==> src/svm_pkg.sv <==
// constants for the supply voltage monitor control block
`default_nettype none
package svm_pkg;
	// ----------------------------------------------------------------
	// register map (word indices on the register port)
	// ----------------------------------------------------------------
	localparam int unsigned ADDR_W   = 2;
	localparam int unsigned DATA_W   = 16;
	localparam logic [1:0]  ADDR_CTL = 2'h0;
	localparam logic [1:0]  ADDR_STS = 2'h1;
	localparam logic [1:0]  ADDR_IEN = 2'h2;

	// ----------------------------------------------------------------
	// control, status and interrupt enable register fields
	// ----------------------------------------------------------------
	localparam int unsigned CTL_SRC     = 15;
	localparam int unsigned CTL_CNT_LO  = 13;
	localparam int unsigned CTL_THR_LO  = 8;
	localparam int unsigned CTL_KEY_LO  = 4;
	localparam int unsigned CTL_MODE_LO = 1;
	localparam int unsigned CTL_EN      = 0;
	localparam int unsigned STS_BELOW   = 8;
	localparam int unsigned STS_FLAG    = 0;
	localparam int unsigned IEN_BIT     = 0;

	// ----------------------------------------------------------------
	// reset values and codes
	// ----------------------------------------------------------------
	localparam logic [4:0] THR_RESET   = 5'h1e;
	localparam logic [3:0] KEY_RESET   = 4'h0;
	localparam logic [3:0] RESET_KEY   = 4'ha;
	localparam logic [1:0] MODE_CONT   = 2'h0;
	localparam logic [1:0] MODE_I128   = 2'h1;
	localparam logic [1:0] MODE_I256   = 2'h2;
	localparam logic [1:0] MODE_I512   = 2'h3;
	localparam logic [1:0] CNT_RESET   = 2'h0;
	localparam logic [8:0] PERIOD_128  = 9'h07f;
	localparam logic [8:0] PERIOD_256  = 9'h0ff;
	localparam logic [8:0] PERIOD_512  = 9'h1ff;
	localparam logic [3:0] CNT_ONCE    = 4'h1;
	localparam logic [3:0] CNT_TWICE   = 4'h2;
	localparam logic [3:0] CNT_FOUR    = 4'h4;
	localparam logic [3:0] CNT_EIGHT   = 4'h8;

	// ----------------------------------------------------------------
	// timing
	// ----------------------------------------------------------------
	localparam longint unsigned CLK_HZ     = 250000000;
	localparam longint unsigned DET_CLK_HZ = 32768;
	localparam int unsigned PRESCALE_DEF   = int'(CLK_HZ / DET_CLK_HZ);
	localparam logic [1:0]  STOP_TICKS     = 2'h2;

	// enable sequencing states
	typedef enum logic [1:0] {
		ST_OFF,
		ST_RUN,
		ST_STOP
	} run_state_e;
endpackage
`default_nettype wire
==> src/detect_timer.sv <==
// detector clock prescaler and intermittent detection cycle timer
`default_nettype none
module detect_timer
	import svm_pkg::*;
#(
	parameter int unsigned PRESCALE = PRESCALE_DEF
) (
	// clock and reset
	input  wire logic       clk,
	input  wire logic       rst_b,
	// control
	input  wire logic       run,
	input  wire logic       clear,
	input  wire logic [1:0] mode,
	// timing pulses
	output logic            det_tick,
	output logic            sample
);
	localparam int unsigned PW = $clog2(PRESCALE);

	logic [PW-1:0] pre_q;
	logic [8:0]    cyc_q;
	logic [8:0]    period;
	logic          pre_end;

	// detection cycle length from the mode code
	always_comb begin
		case (mode)
			MODE_I128: period = PERIOD_128;
			MODE_I256: period = PERIOD_256;
			MODE_I512: period = PERIOD_512;
			default:   period = PERIOD_128;
		endcase
	end

	assign pre_end = (pre_q == PW'(PRESCALE - 1));

	// divider down to the detector clock rate
	always_ff @(posedge clk) begin
		if (!rst_b || !run || clear) begin
			pre_q    <= '0;
			det_tick <= 1'b0;
		end else begin
			pre_q    <= pre_end ? '0 : pre_q + PW'(1);
			det_tick <= pre_end;
		end
	end

	// detection cycle counter, one sample per cycle
	always_ff @(posedge clk) begin
		if (!rst_b || !run || clear || mode == MODE_CONT) begin
			cyc_q  <= '0;
			sample <= 1'b0;
		end else if (det_tick) begin
			cyc_q  <= (cyc_q == period) ? '0 : cyc_q + 9'h001;
			sample <= (cyc_q == period);
		end else begin
			sample <= 1'b0;
		end
	end
endmodule
`default_nettype wire

==> src/supply_voltage_monitor_ctrl.sv <==
// control logic of the supply voltage detector with its register file
//
// Overview of operation
// - intermittent mode triggers after 1, 2, 4 or 8 successive lows per count code
// - continuous mode ignores the successive count setting
// - five-bit threshold selects one of 30 levels, 0x01 to 0x1e
// - reset key 0xa turns a detection into a reset request, else interrupt
// - mode 0 continuous, 1..3 sample every 128, 256, 512 detector clocks
// - detection runs only while the enable bit is 1
// - disabling resets the detector, keeps settings; enable reads 0 when done
// - changing count, key or mode while enabled reinitialises the detector
// - status bit 8 reads 1 while voltage is under the threshold
// - flag bit 0 set on interrupt cause, cleared by writing 1
// - clearing the flag while enabled also reinitialises the detector
// - interrupt enable bit 0 gates the detection interrupt
// - with reset key 0xa no interrupt is issued
// - source select routes main supply at 0, external sense pin at 1
// - flag sets on each low in continuous mode, on reaching count otherwise
// - interrupt request only while flag and interrupt enable are both 1
// - flag stays set after the voltage recovers until software clears it
//
// Chosen here: the placing of the registers and the strobed register port.
`default_nettype none
module supply_voltage_monitor_ctrl
	import svm_pkg::*;
#(
	parameter int unsigned PRESCALE = PRESCALE_DEF
) (
	// clock and reset
	input  wire logic              clk,
	input  wire logic              rst_b,
	// register port
	input  wire logic [ADDR_W-1:0] addr,
	input  wire logic [DATA_W-1:0] wr_data,
	input  wire logic              wr_en,
	input  wire logic              rd_en,
	output logic      [DATA_W-1:0] rd_data,
	// analogue comparator
	input  wire logic              cmp_below,
	output logic                   monitored_source_select,
	output logic      [4:0]        threshold_level,
	output logic                   comparator_enable,
	// requests to interrupt controller and reset logic
	output logic                   low_voltage_irq,
	output logic                   reset_req
);
	// ----------------------------------------------------------------
	// declarations
	// ----------------------------------------------------------------
	run_state_e  state_q;
	logic        src_q;
	logic [1:0]  cnt_sel_q;
	logic [4:0]  thr_q;
	logic [3:0]  key_q;
	logic [1:0]  mode_q;
	logic        flag_q;
	logic        ien_q;
	logic        sync1_q;
	logic        sync2_q;
	logic        sync3_q;
	logic        below_q;
	logic [3:0]  low_cnt_q;
	logic [1:0]  stop_cnt_q;
	logic        rst_hold_q;
	logic        running;
	logic        wr_ctl;
	logic        wr_sts;
	logic        wr_ien;
	logic [1:0]  new_cnt;
	logic [3:0]  new_key;
	logic [1:0]  new_mode;
	logic        cfg_change;
	logic        flag_clear;
	logic        reinit;
	logic        det_tick;
	logic        sample;
	logic        hit;
	logic        trigger;
	logic        is_reset;
	logic        timer_run;
	logic        timer_clear;

	// successive low count needed for a trigger
	function automatic logic [3:0] count_target(input logic [1:0] sel);
		case (sel)
			2'h0:    count_target = CNT_ONCE;
			2'h1:    count_target = CNT_TWICE;
			2'h2:    count_target = CNT_FOUR;
			default: count_target = CNT_EIGHT;
		endcase
	endfunction

	// ----------------------------------------------------------------
	// write decode
	// ----------------------------------------------------------------
	assign wr_ctl   = wr_en && (addr == ADDR_CTL);
	assign wr_sts   = wr_en && (addr == ADDR_STS);
	assign wr_ien   = wr_en && (addr == ADDR_IEN);
	assign new_key  = wr_data[CTL_KEY_LO +: 4];
	assign new_mode = wr_data[CTL_MODE_LO +: 2];
	// count field only accepted when the written mode is intermittent
	assign new_cnt  = (new_mode != MODE_CONT) ? wr_data[CTL_CNT_LO +: 2] : cnt_sel_q;
	assign running  = (state_q == ST_RUN);
	assign is_reset = (key_q == RESET_KEY);

	// reinitialise on setting changes or a flag clear while running
	assign cfg_change = wr_ctl && !rst_hold_q && ((new_cnt != cnt_sel_q) ||
		(new_key != key_q) || (new_mode != mode_q));
	assign flag_clear = wr_sts && wr_data[STS_FLAG];
	assign reinit     = running && (cfg_change || flag_clear);

	// ----------------------------------------------------------------
	// enable sequencing
	// ----------------------------------------------------------------
	// disable passes through a stop phase that clears the detector
	// the enable bit keeps reading 1 until the stop phase is over
	always_ff @(posedge clk) begin
		if (!rst_b) begin
			state_q <= ST_OFF;
		end else begin
			case (state_q)
				ST_OFF: begin
					if (wr_ctl && wr_data[CTL_EN])
						state_q <= ST_RUN;
				end
				ST_RUN: begin
					if (wr_ctl && !wr_data[CTL_EN])
						state_q <= ST_STOP;
				end
				ST_STOP: begin
					// writes of 1 here are ignored until the bit reads 0
					if (det_tick && stop_cnt_q == STOP_TICKS - 2'h1)
						state_q <= ST_OFF;
				end
				default: state_q <= ST_OFF;
			endcase
		end
	end

	// stop phase length in detector clocks
	always_ff @(posedge clk) begin
		if (!rst_b || state_q != ST_STOP)
			stop_cnt_q <= '0;
		else if (det_tick)
			stop_cnt_q <= stop_cnt_q + 2'h1;
	end

	// ----------------------------------------------------------------
	// control register settings
	// ----------------------------------------------------------------
	// settings kept across disable; reset hold forces continuous mode
	// a reset trigger drops back to continuous mode with count zero
	always_ff @(posedge clk) begin
		if (!rst_b) begin
			src_q     <= 1'b0;
			cnt_sel_q <= CNT_RESET;
			thr_q     <= THR_RESET;
			key_q     <= KEY_RESET;
			mode_q    <= MODE_CONT;
		end else if (trigger && is_reset) begin
			cnt_sel_q <= CNT_RESET;
			mode_q    <= MODE_CONT;
		end else if (wr_ctl && !rst_hold_q) begin
			src_q     <= wr_data[CTL_SRC];
			cnt_sel_q <= new_cnt;
			thr_q     <= wr_data[CTL_THR_LO +: 5];
			key_q     <= new_key;
			mode_q    <= new_mode;
		end
	end

	// interrupt enable, cleared while a reset is being issued
	always_ff @(posedge clk) begin
		if (!rst_b)
			ien_q <= 1'b0;
		else if (trigger && is_reset)
			ien_q <= 1'b0;
		else if (wr_ien)
			ien_q <= wr_data[IEN_BIT];
	end

	// ----------------------------------------------------------------
	// comparator input
	// ----------------------------------------------------------------
	// three stage synchroniser, accepted when last two stages agree
	always_ff @(posedge clk) begin
		if (!rst_b) begin
			sync1_q <= 1'b0;
			sync2_q <= 1'b0;
			sync3_q <= 1'b0;
			below_q <= 1'b0;
		end else begin
			sync1_q <= cmp_below;
			sync2_q <= sync1_q;
			sync3_q <= sync2_q;
			if (!running)
				below_q <= 1'b0;
			else if (sync2_q == sync3_q)
				below_q <= sync3_q;
		end
	end

	// ----------------------------------------------------------------
	// detection
	// ----------------------------------------------------------------
	// timer keeps ticking through the stop phase in every mode,
	// otherwise a disable in continuous mode never finishes
	assign timer_run   = (state_q != ST_OFF);
	assign timer_clear = reinit;

	detect_timer #(
		.PRESCALE (PRESCALE)
	) u_timer (
		.clk      (clk),
		.rst_b    (rst_b),
		.run      (timer_run),
		.clear    (timer_clear),
		.mode     (mode_q),
		.det_tick (det_tick),
		.sample   (sample)
	);

	// successive low counter, restarted by a high sample
	always_ff @(posedge clk) begin
		if (!rst_b || !running || reinit || mode_q == MODE_CONT)
			low_cnt_q <= '0;
		else if (sample && !below_q)
			low_cnt_q <= '0;
		else if (sample && hit)
			low_cnt_q <= '0;
		else if (sample)
			low_cnt_q <= low_cnt_q + 4'h1;
	end

	// trigger: every low in continuous mode, on target count otherwise
	assign hit     = (low_cnt_q + 4'h1 == count_target(cnt_sel_q));
	assign trigger = running && !reinit && below_q &&
		((mode_q == MODE_CONT) || (sample && hit));

	// sticky flag, a clear wins since it blocks a new cause in the same cycle
	always_ff @(posedge clk) begin
		if (!rst_b)
			flag_q <= 1'b0;
		else if (trigger)
			flag_q <= 1'b1;
		else if (flag_clear)
			flag_q <= 1'b0;
	end

	// reset request held until the voltage recovers
	// control writes other than the enable bit stay locked while it is held
	always_ff @(posedge clk) begin
		if (!rst_b)
			rst_hold_q <= 1'b0;
		else if (trigger && is_reset)
			rst_hold_q <= 1'b1;
		else if (!below_q)
			rst_hold_q <= 1'b0;
	end

	// ----------------------------------------------------------------
	// outputs
	// ----------------------------------------------------------------
	// request and comparator control outputs
	// all registered, one cycle behind the internal state
	always_ff @(posedge clk) begin
		if (!rst_b) begin
			low_voltage_irq         <= 1'b0;
			reset_req               <= 1'b0;
			monitored_source_select <= 1'b0;
			threshold_level         <= THR_RESET;
			comparator_enable       <= 1'b0;
		end else begin
			low_voltage_irq         <= flag_q && ien_q && !is_reset;
			reset_req               <= rst_hold_q || (trigger && is_reset);
			monitored_source_select <= src_q;
			threshold_level         <= thr_q;
			comparator_enable       <= running;
		end
	end

	// read data one cycle after the strobe, zero elsewhere
	always_ff @(posedge clk) begin
		if (!rst_b || !rd_en) begin
			rd_data <= '0;
		end else begin
			rd_data <= '0;
			case (addr)
				ADDR_CTL: begin
					rd_data[CTL_SRC]             <= src_q;
					rd_data[CTL_CNT_LO +: 2]     <= cnt_sel_q;
					rd_data[CTL_THR_LO +: 5]     <= thr_q;
					rd_data[CTL_KEY_LO +: 4]     <= key_q;
					rd_data[CTL_MODE_LO +: 2]    <= mode_q;
					rd_data[CTL_EN]              <= (state_q != ST_OFF);
				end
				ADDR_STS: begin
					rd_data[STS_BELOW] <= below_q;
					rd_data[STS_FLAG]  <= flag_q;
				end
				ADDR_IEN: rd_data[IEN_BIT] <= ien_q;
				default:  rd_data <= '0;
			endcase
		end
	end
endmodule
`default_nettype wire

==> config.mk <==
export PLATFORM = sky130hd
export DESIGN_NAME = supply_voltage_monitor_ctrl
export DESIGN_NICKNAME = d
export VERILOG_FILES = /design/src/svm_pkg.sv /design/src/detect_timer.sv /design/src/supply_voltage_monitor_ctrl.sv
export SDC_FILE = /design/constraint.sdc
export NUM_CORES = 1
export LEC_CHECK = 0
export BUFFER_PORTS_ARGS = -buffer_cell sky130_fd_sc_hd__buf_2
export CORE_MARGIN = 5
export CORE_UTILIZATION = 40
export CTS_CLUSTER_DIAMETER = 40
export CTS_CLUSTER_SIZE = 16
export DETAILED_ROUTE_END_ITERATION = 8
export PLACE_DENSITY = 0.62
export SYNTH_ARGS = -nofsm -noshare
export SYNTH_HDL_FRONTEND = slang
export SYNTH_SLANG_ARGS = --single-unit
==> constraint.sdc <==
create_clock -name clk -period 2.7 [get_ports clk]
set_clock_uncertainty 0.2 [all_clocks]
set_input_delay 0.54 -clock clk [delete_from_list [all_inputs] [get_ports clk]]
set_output_delay 0.54 -clock clk [all_outputs]
set_load 0.02 [all_outputs]
==> results.json <==
{
  "status": "completed",
  "yosysSeqAreaShare": 0.483,
  "vias": 2387,
  "nNetsFinal": 417,
  "start_util": 0.411,
  "fin_crit_ns": 2.59,
  "clock-sinks": 77,
  "drive_gt1_frac": 0.223,
  "ctsHoldBuffers": 0,
  "die_y_um": 99.3,
  "fin_area_um2": 3880,
  "placed_area_um2": 3600,
  "fill_cells": 755,
  "hold_viol_final": 0,
  "finalSetupTns_ns": 0,
  "syn_nets": 359,
  "cts_resized": 0,
  "antenna_left": 0,
  "ys_warn_count": 0,
  "avgSynthCellArea_um2": 9.64,
  "combPwrFrac": 0.048,
  "seqPwrFrac": 0.478,
  "synth_area_um2": 3190,
  "dieWidth_um": 99.3,
  "wl_met1_mm": 2.90,
  "cts_setup_buffers": 0,
  "routed-wl-met2_mm": 2.88,
  "htreeDepth": 3,
  "yosysTopAreaCellShare": 0.483,
  "clk_latency_ns": 0.35,
  "wl_per_cell_um": 12.5,
  "antenna_cells": 0,
  "wirelength_mm": 6.20,
  "fin_crit_sh": 0.958,
  "path_clk_slew_ns": 0.08,
  "io_buffers": 45,
  "power_density_nw_per_um2": 624,
  "gp_congestion": 0.792,
  "worstMarginPinSlew_ns": 0.518,
  "syn2layout_area_growth_pct": 21.6,
  "multiInputGateArea_um2": 1580,
  "p_sw_w": 0.000506,
  "grt_antenna_before_repair": 0,
  "grt.total_usage": 0.136,
  "die-area_um2": 9860,
  "wl_met3_um": 300,
  "cts_tree": "done",
  "rsz0062_at_grt": "no",
  "vdd_ir_drop_max_mv": 0.222,
  "arrival_ns": 2.63,
  "grt_max_degree": 16,
  "ys_top_cells_by_area": "dfxtp_1 (48%), xor2_1 (4.9%), nor2_1 (4.5%)",
  "synth_cell_type_count": 49,
  "pwr-share-clk": 0.473,
  "cp-end-kind": "flip-flop",
  "drv_cap": 0,
  "post-route-drc-count": 0,
  "register_area_um2": 1540,
  "post-dp-hpwl_mm": 4.53,
  "final_core_util": 0.500,
  "ios": 48,
  "crit_type": "reg2reg",
  "slew_violations": 0,
  "rows": 32,
  "grt_pass1_vias": 2360,
  "slew_headroom": 0.654,
  "ys.flop_type": "dfxtp_1",
  "intPower_w": 0.00192,
  "hp-class": "in2reg",
  "first_iter_violations": 63,
  "clockBufferDepth": 2,
  "core_area_um2": 7770,
  "ys_ff_latch": 77,
  "synthArstFlopShare": 0,
  "grt_pass1_wl_mm": 10.8,
  "numCtsBuffers": 9,
  "cts_root_buf": "clkbuf_8",
  "swShare": 0.209,
  "fmax_ghz": 0.386,
  "critPathRequiredTime_ns": 2.75,
  "synth_largest_area_cell": "dfxtp_1",
  "leakage_nw": 1.57,
  "topRoutingLayerUsed": "met4",
  "vias_per_cell": 4.81,
  "critPathMaxFanout": 7,
  "startpoint_type": "flip-flop",
  "synth_edf_count": 0,
  "firstDrtPassIters": 4,
  "grt_overflow": 0,
  "setup_viol": 0,
  "syn_inst": 331
}
[Yosys cell counts (2+ instances only)]
cell and number:
mux2i_1 10, o21ai_0 2, nand2_1 30, nand4b_1 2
nand3b_1 5, dfxtp_1 77, inv_1 9, nor3b_1 3
xnor2_1 14, a31o_2 3, o31ai_1 3, a21oi_1 8
nand4_1 8, ha_1 5, nand3_1 12, and2_1 20
buf_2 2, nand2b_1 10, mux2_4 4, clkbuf_1 6
nor3_1 8, xor2_1 18, nor2_1 38, and3_1 9
[metal layers]
metal | up-vias | GRT usage
li1 | 1242 | -
met4 | 0 | 0.0641
met2 | 44 | 0.222
met5 | - | 0
met3 | 11 | 0.0386
met1 | 1090 | 0.165
[sequential cells by signal (all words and copies together) (netlist names), 2 cells and up]
register and flops:
rd_data 15, thr_q 5, u_timer.cyc_q 9, state_q 2, mode_q 2, low_cnt_q 4
threshold_level 5, u_timer.pre_q 13, stop_cnt_q 2, cnt_sel_q 2, key_q 4
[layout by cell type (no fill, tap or decap), types with 2 or more instances in the layout]
cell       instances
dfxtp_1           77
buf_2             45
nor2_1            38
nand2_1           30
and2_1            20
xor2_1            18
xnor2_1           14
nand3_1           12
buf_4             11
mux2i_1           10
nand2b_1          10
inv_1              9
and3_1             9
clkbuf_8           9
nand4_1            8
nor3_1             8
a21oi_1            8
nand3b_1           5
ha_1               5
mux2_4             4
bufinv_16          4
nor3b_1            3
a31o_2             3
o31ai_1            3
nand4b_1           2
o21ai_0            2
clkinv_4           2
[power by group through the flow]
stage                     clock network [W]  logic (W)  registers (W)
final                               0.00115   0.000117        0.00116
after floorplan                           0  0.0000671        0.00119
after global routing                0.00123   0.000129        0.00116
after global placement                    0   0.000115        0.00119
after detailed placement                  0   0.000117        0.00119
after CTS                           0.00118   0.000119        0.00116
[worst max-delay path, stage by stage, from the launching register on]
cell,delay [ns]
dfxtp_1,0.39
ha_1,0.28
or4_1,0.53
a31oi_4,0.18
and2_1,0.17
a221o_2,0.20
a21oi_4,0.12
buf_4,0.19
a31o_2,0.24
[worst paths after layout]
check | startpoint | to | slack, ns | cells past startpoint
setup reg to reg | low_cnt_q[1]$_SDFFE_PP0P_ | key_q[2]$_SDFFE_PN0P_ | 0.11 | 8
setup / recovery | low_cnt_q[1]$_SDFFE_PP0P_ | key_q[2]$_SDFFE_PN0P_ | 0.11 | 8
hold reg to reg | sync1_q$_SDFF_PN0_ | sync2_q$_SDFF_PN0_ | 0.24 | 1
hold / removal | cmp_below | sync1_q$_SDFF_PN0_ | 0.21 | 2
[cells by family after synthesis]
kind of cell / after synthesis / synth area share
AOI/OAI and AO/OA: 28 / 0.0733
DFF: 77 / 0.483
and+or+nand+nor: 154 / 0.255
adders and majority gates: 5 / 0.0196
xor gates and xnor gates: 33 / 0.0929
other: 1 / 0.00118
muxes: 14 / 0.0502
buffers and inverters: 19 / 0.0243
[stage by stage]
step / setup slack, ns / cells / power [W] / hold slack (ns)
2_1_floorplan: 0.240 / 331 / 0.00126 / 0.212
3_3_place_gp: 0.138 / 480 / 0.00130 / 0.221
3_5_place_dp: 0.113 / 480 / 0.00130 / 0.222
4_1_cts: 0.0742 / 496 / 0.00245 / 0.198
5_1_grt: 0.00526 / 496 / 0.00252 / 0.194
6_report: 0.113 / 496 / 0.00242 / 0.205
[final cells by class]
| cell class | count | area share |
|---|---|---|
| clock inverter | 7 | 0.0377 |
| clock buffer | 9 | 0.0319 |
| inverter | 9 | 0.00870 |
| sequential | 77 | 0.397 |
| timing repair buffer | 57 | 0.0845 |
| tap | 102 | 0.0329 |
| multi-input combinational | 235 | 0.407 |
Power figures use the tool's default switching activity.
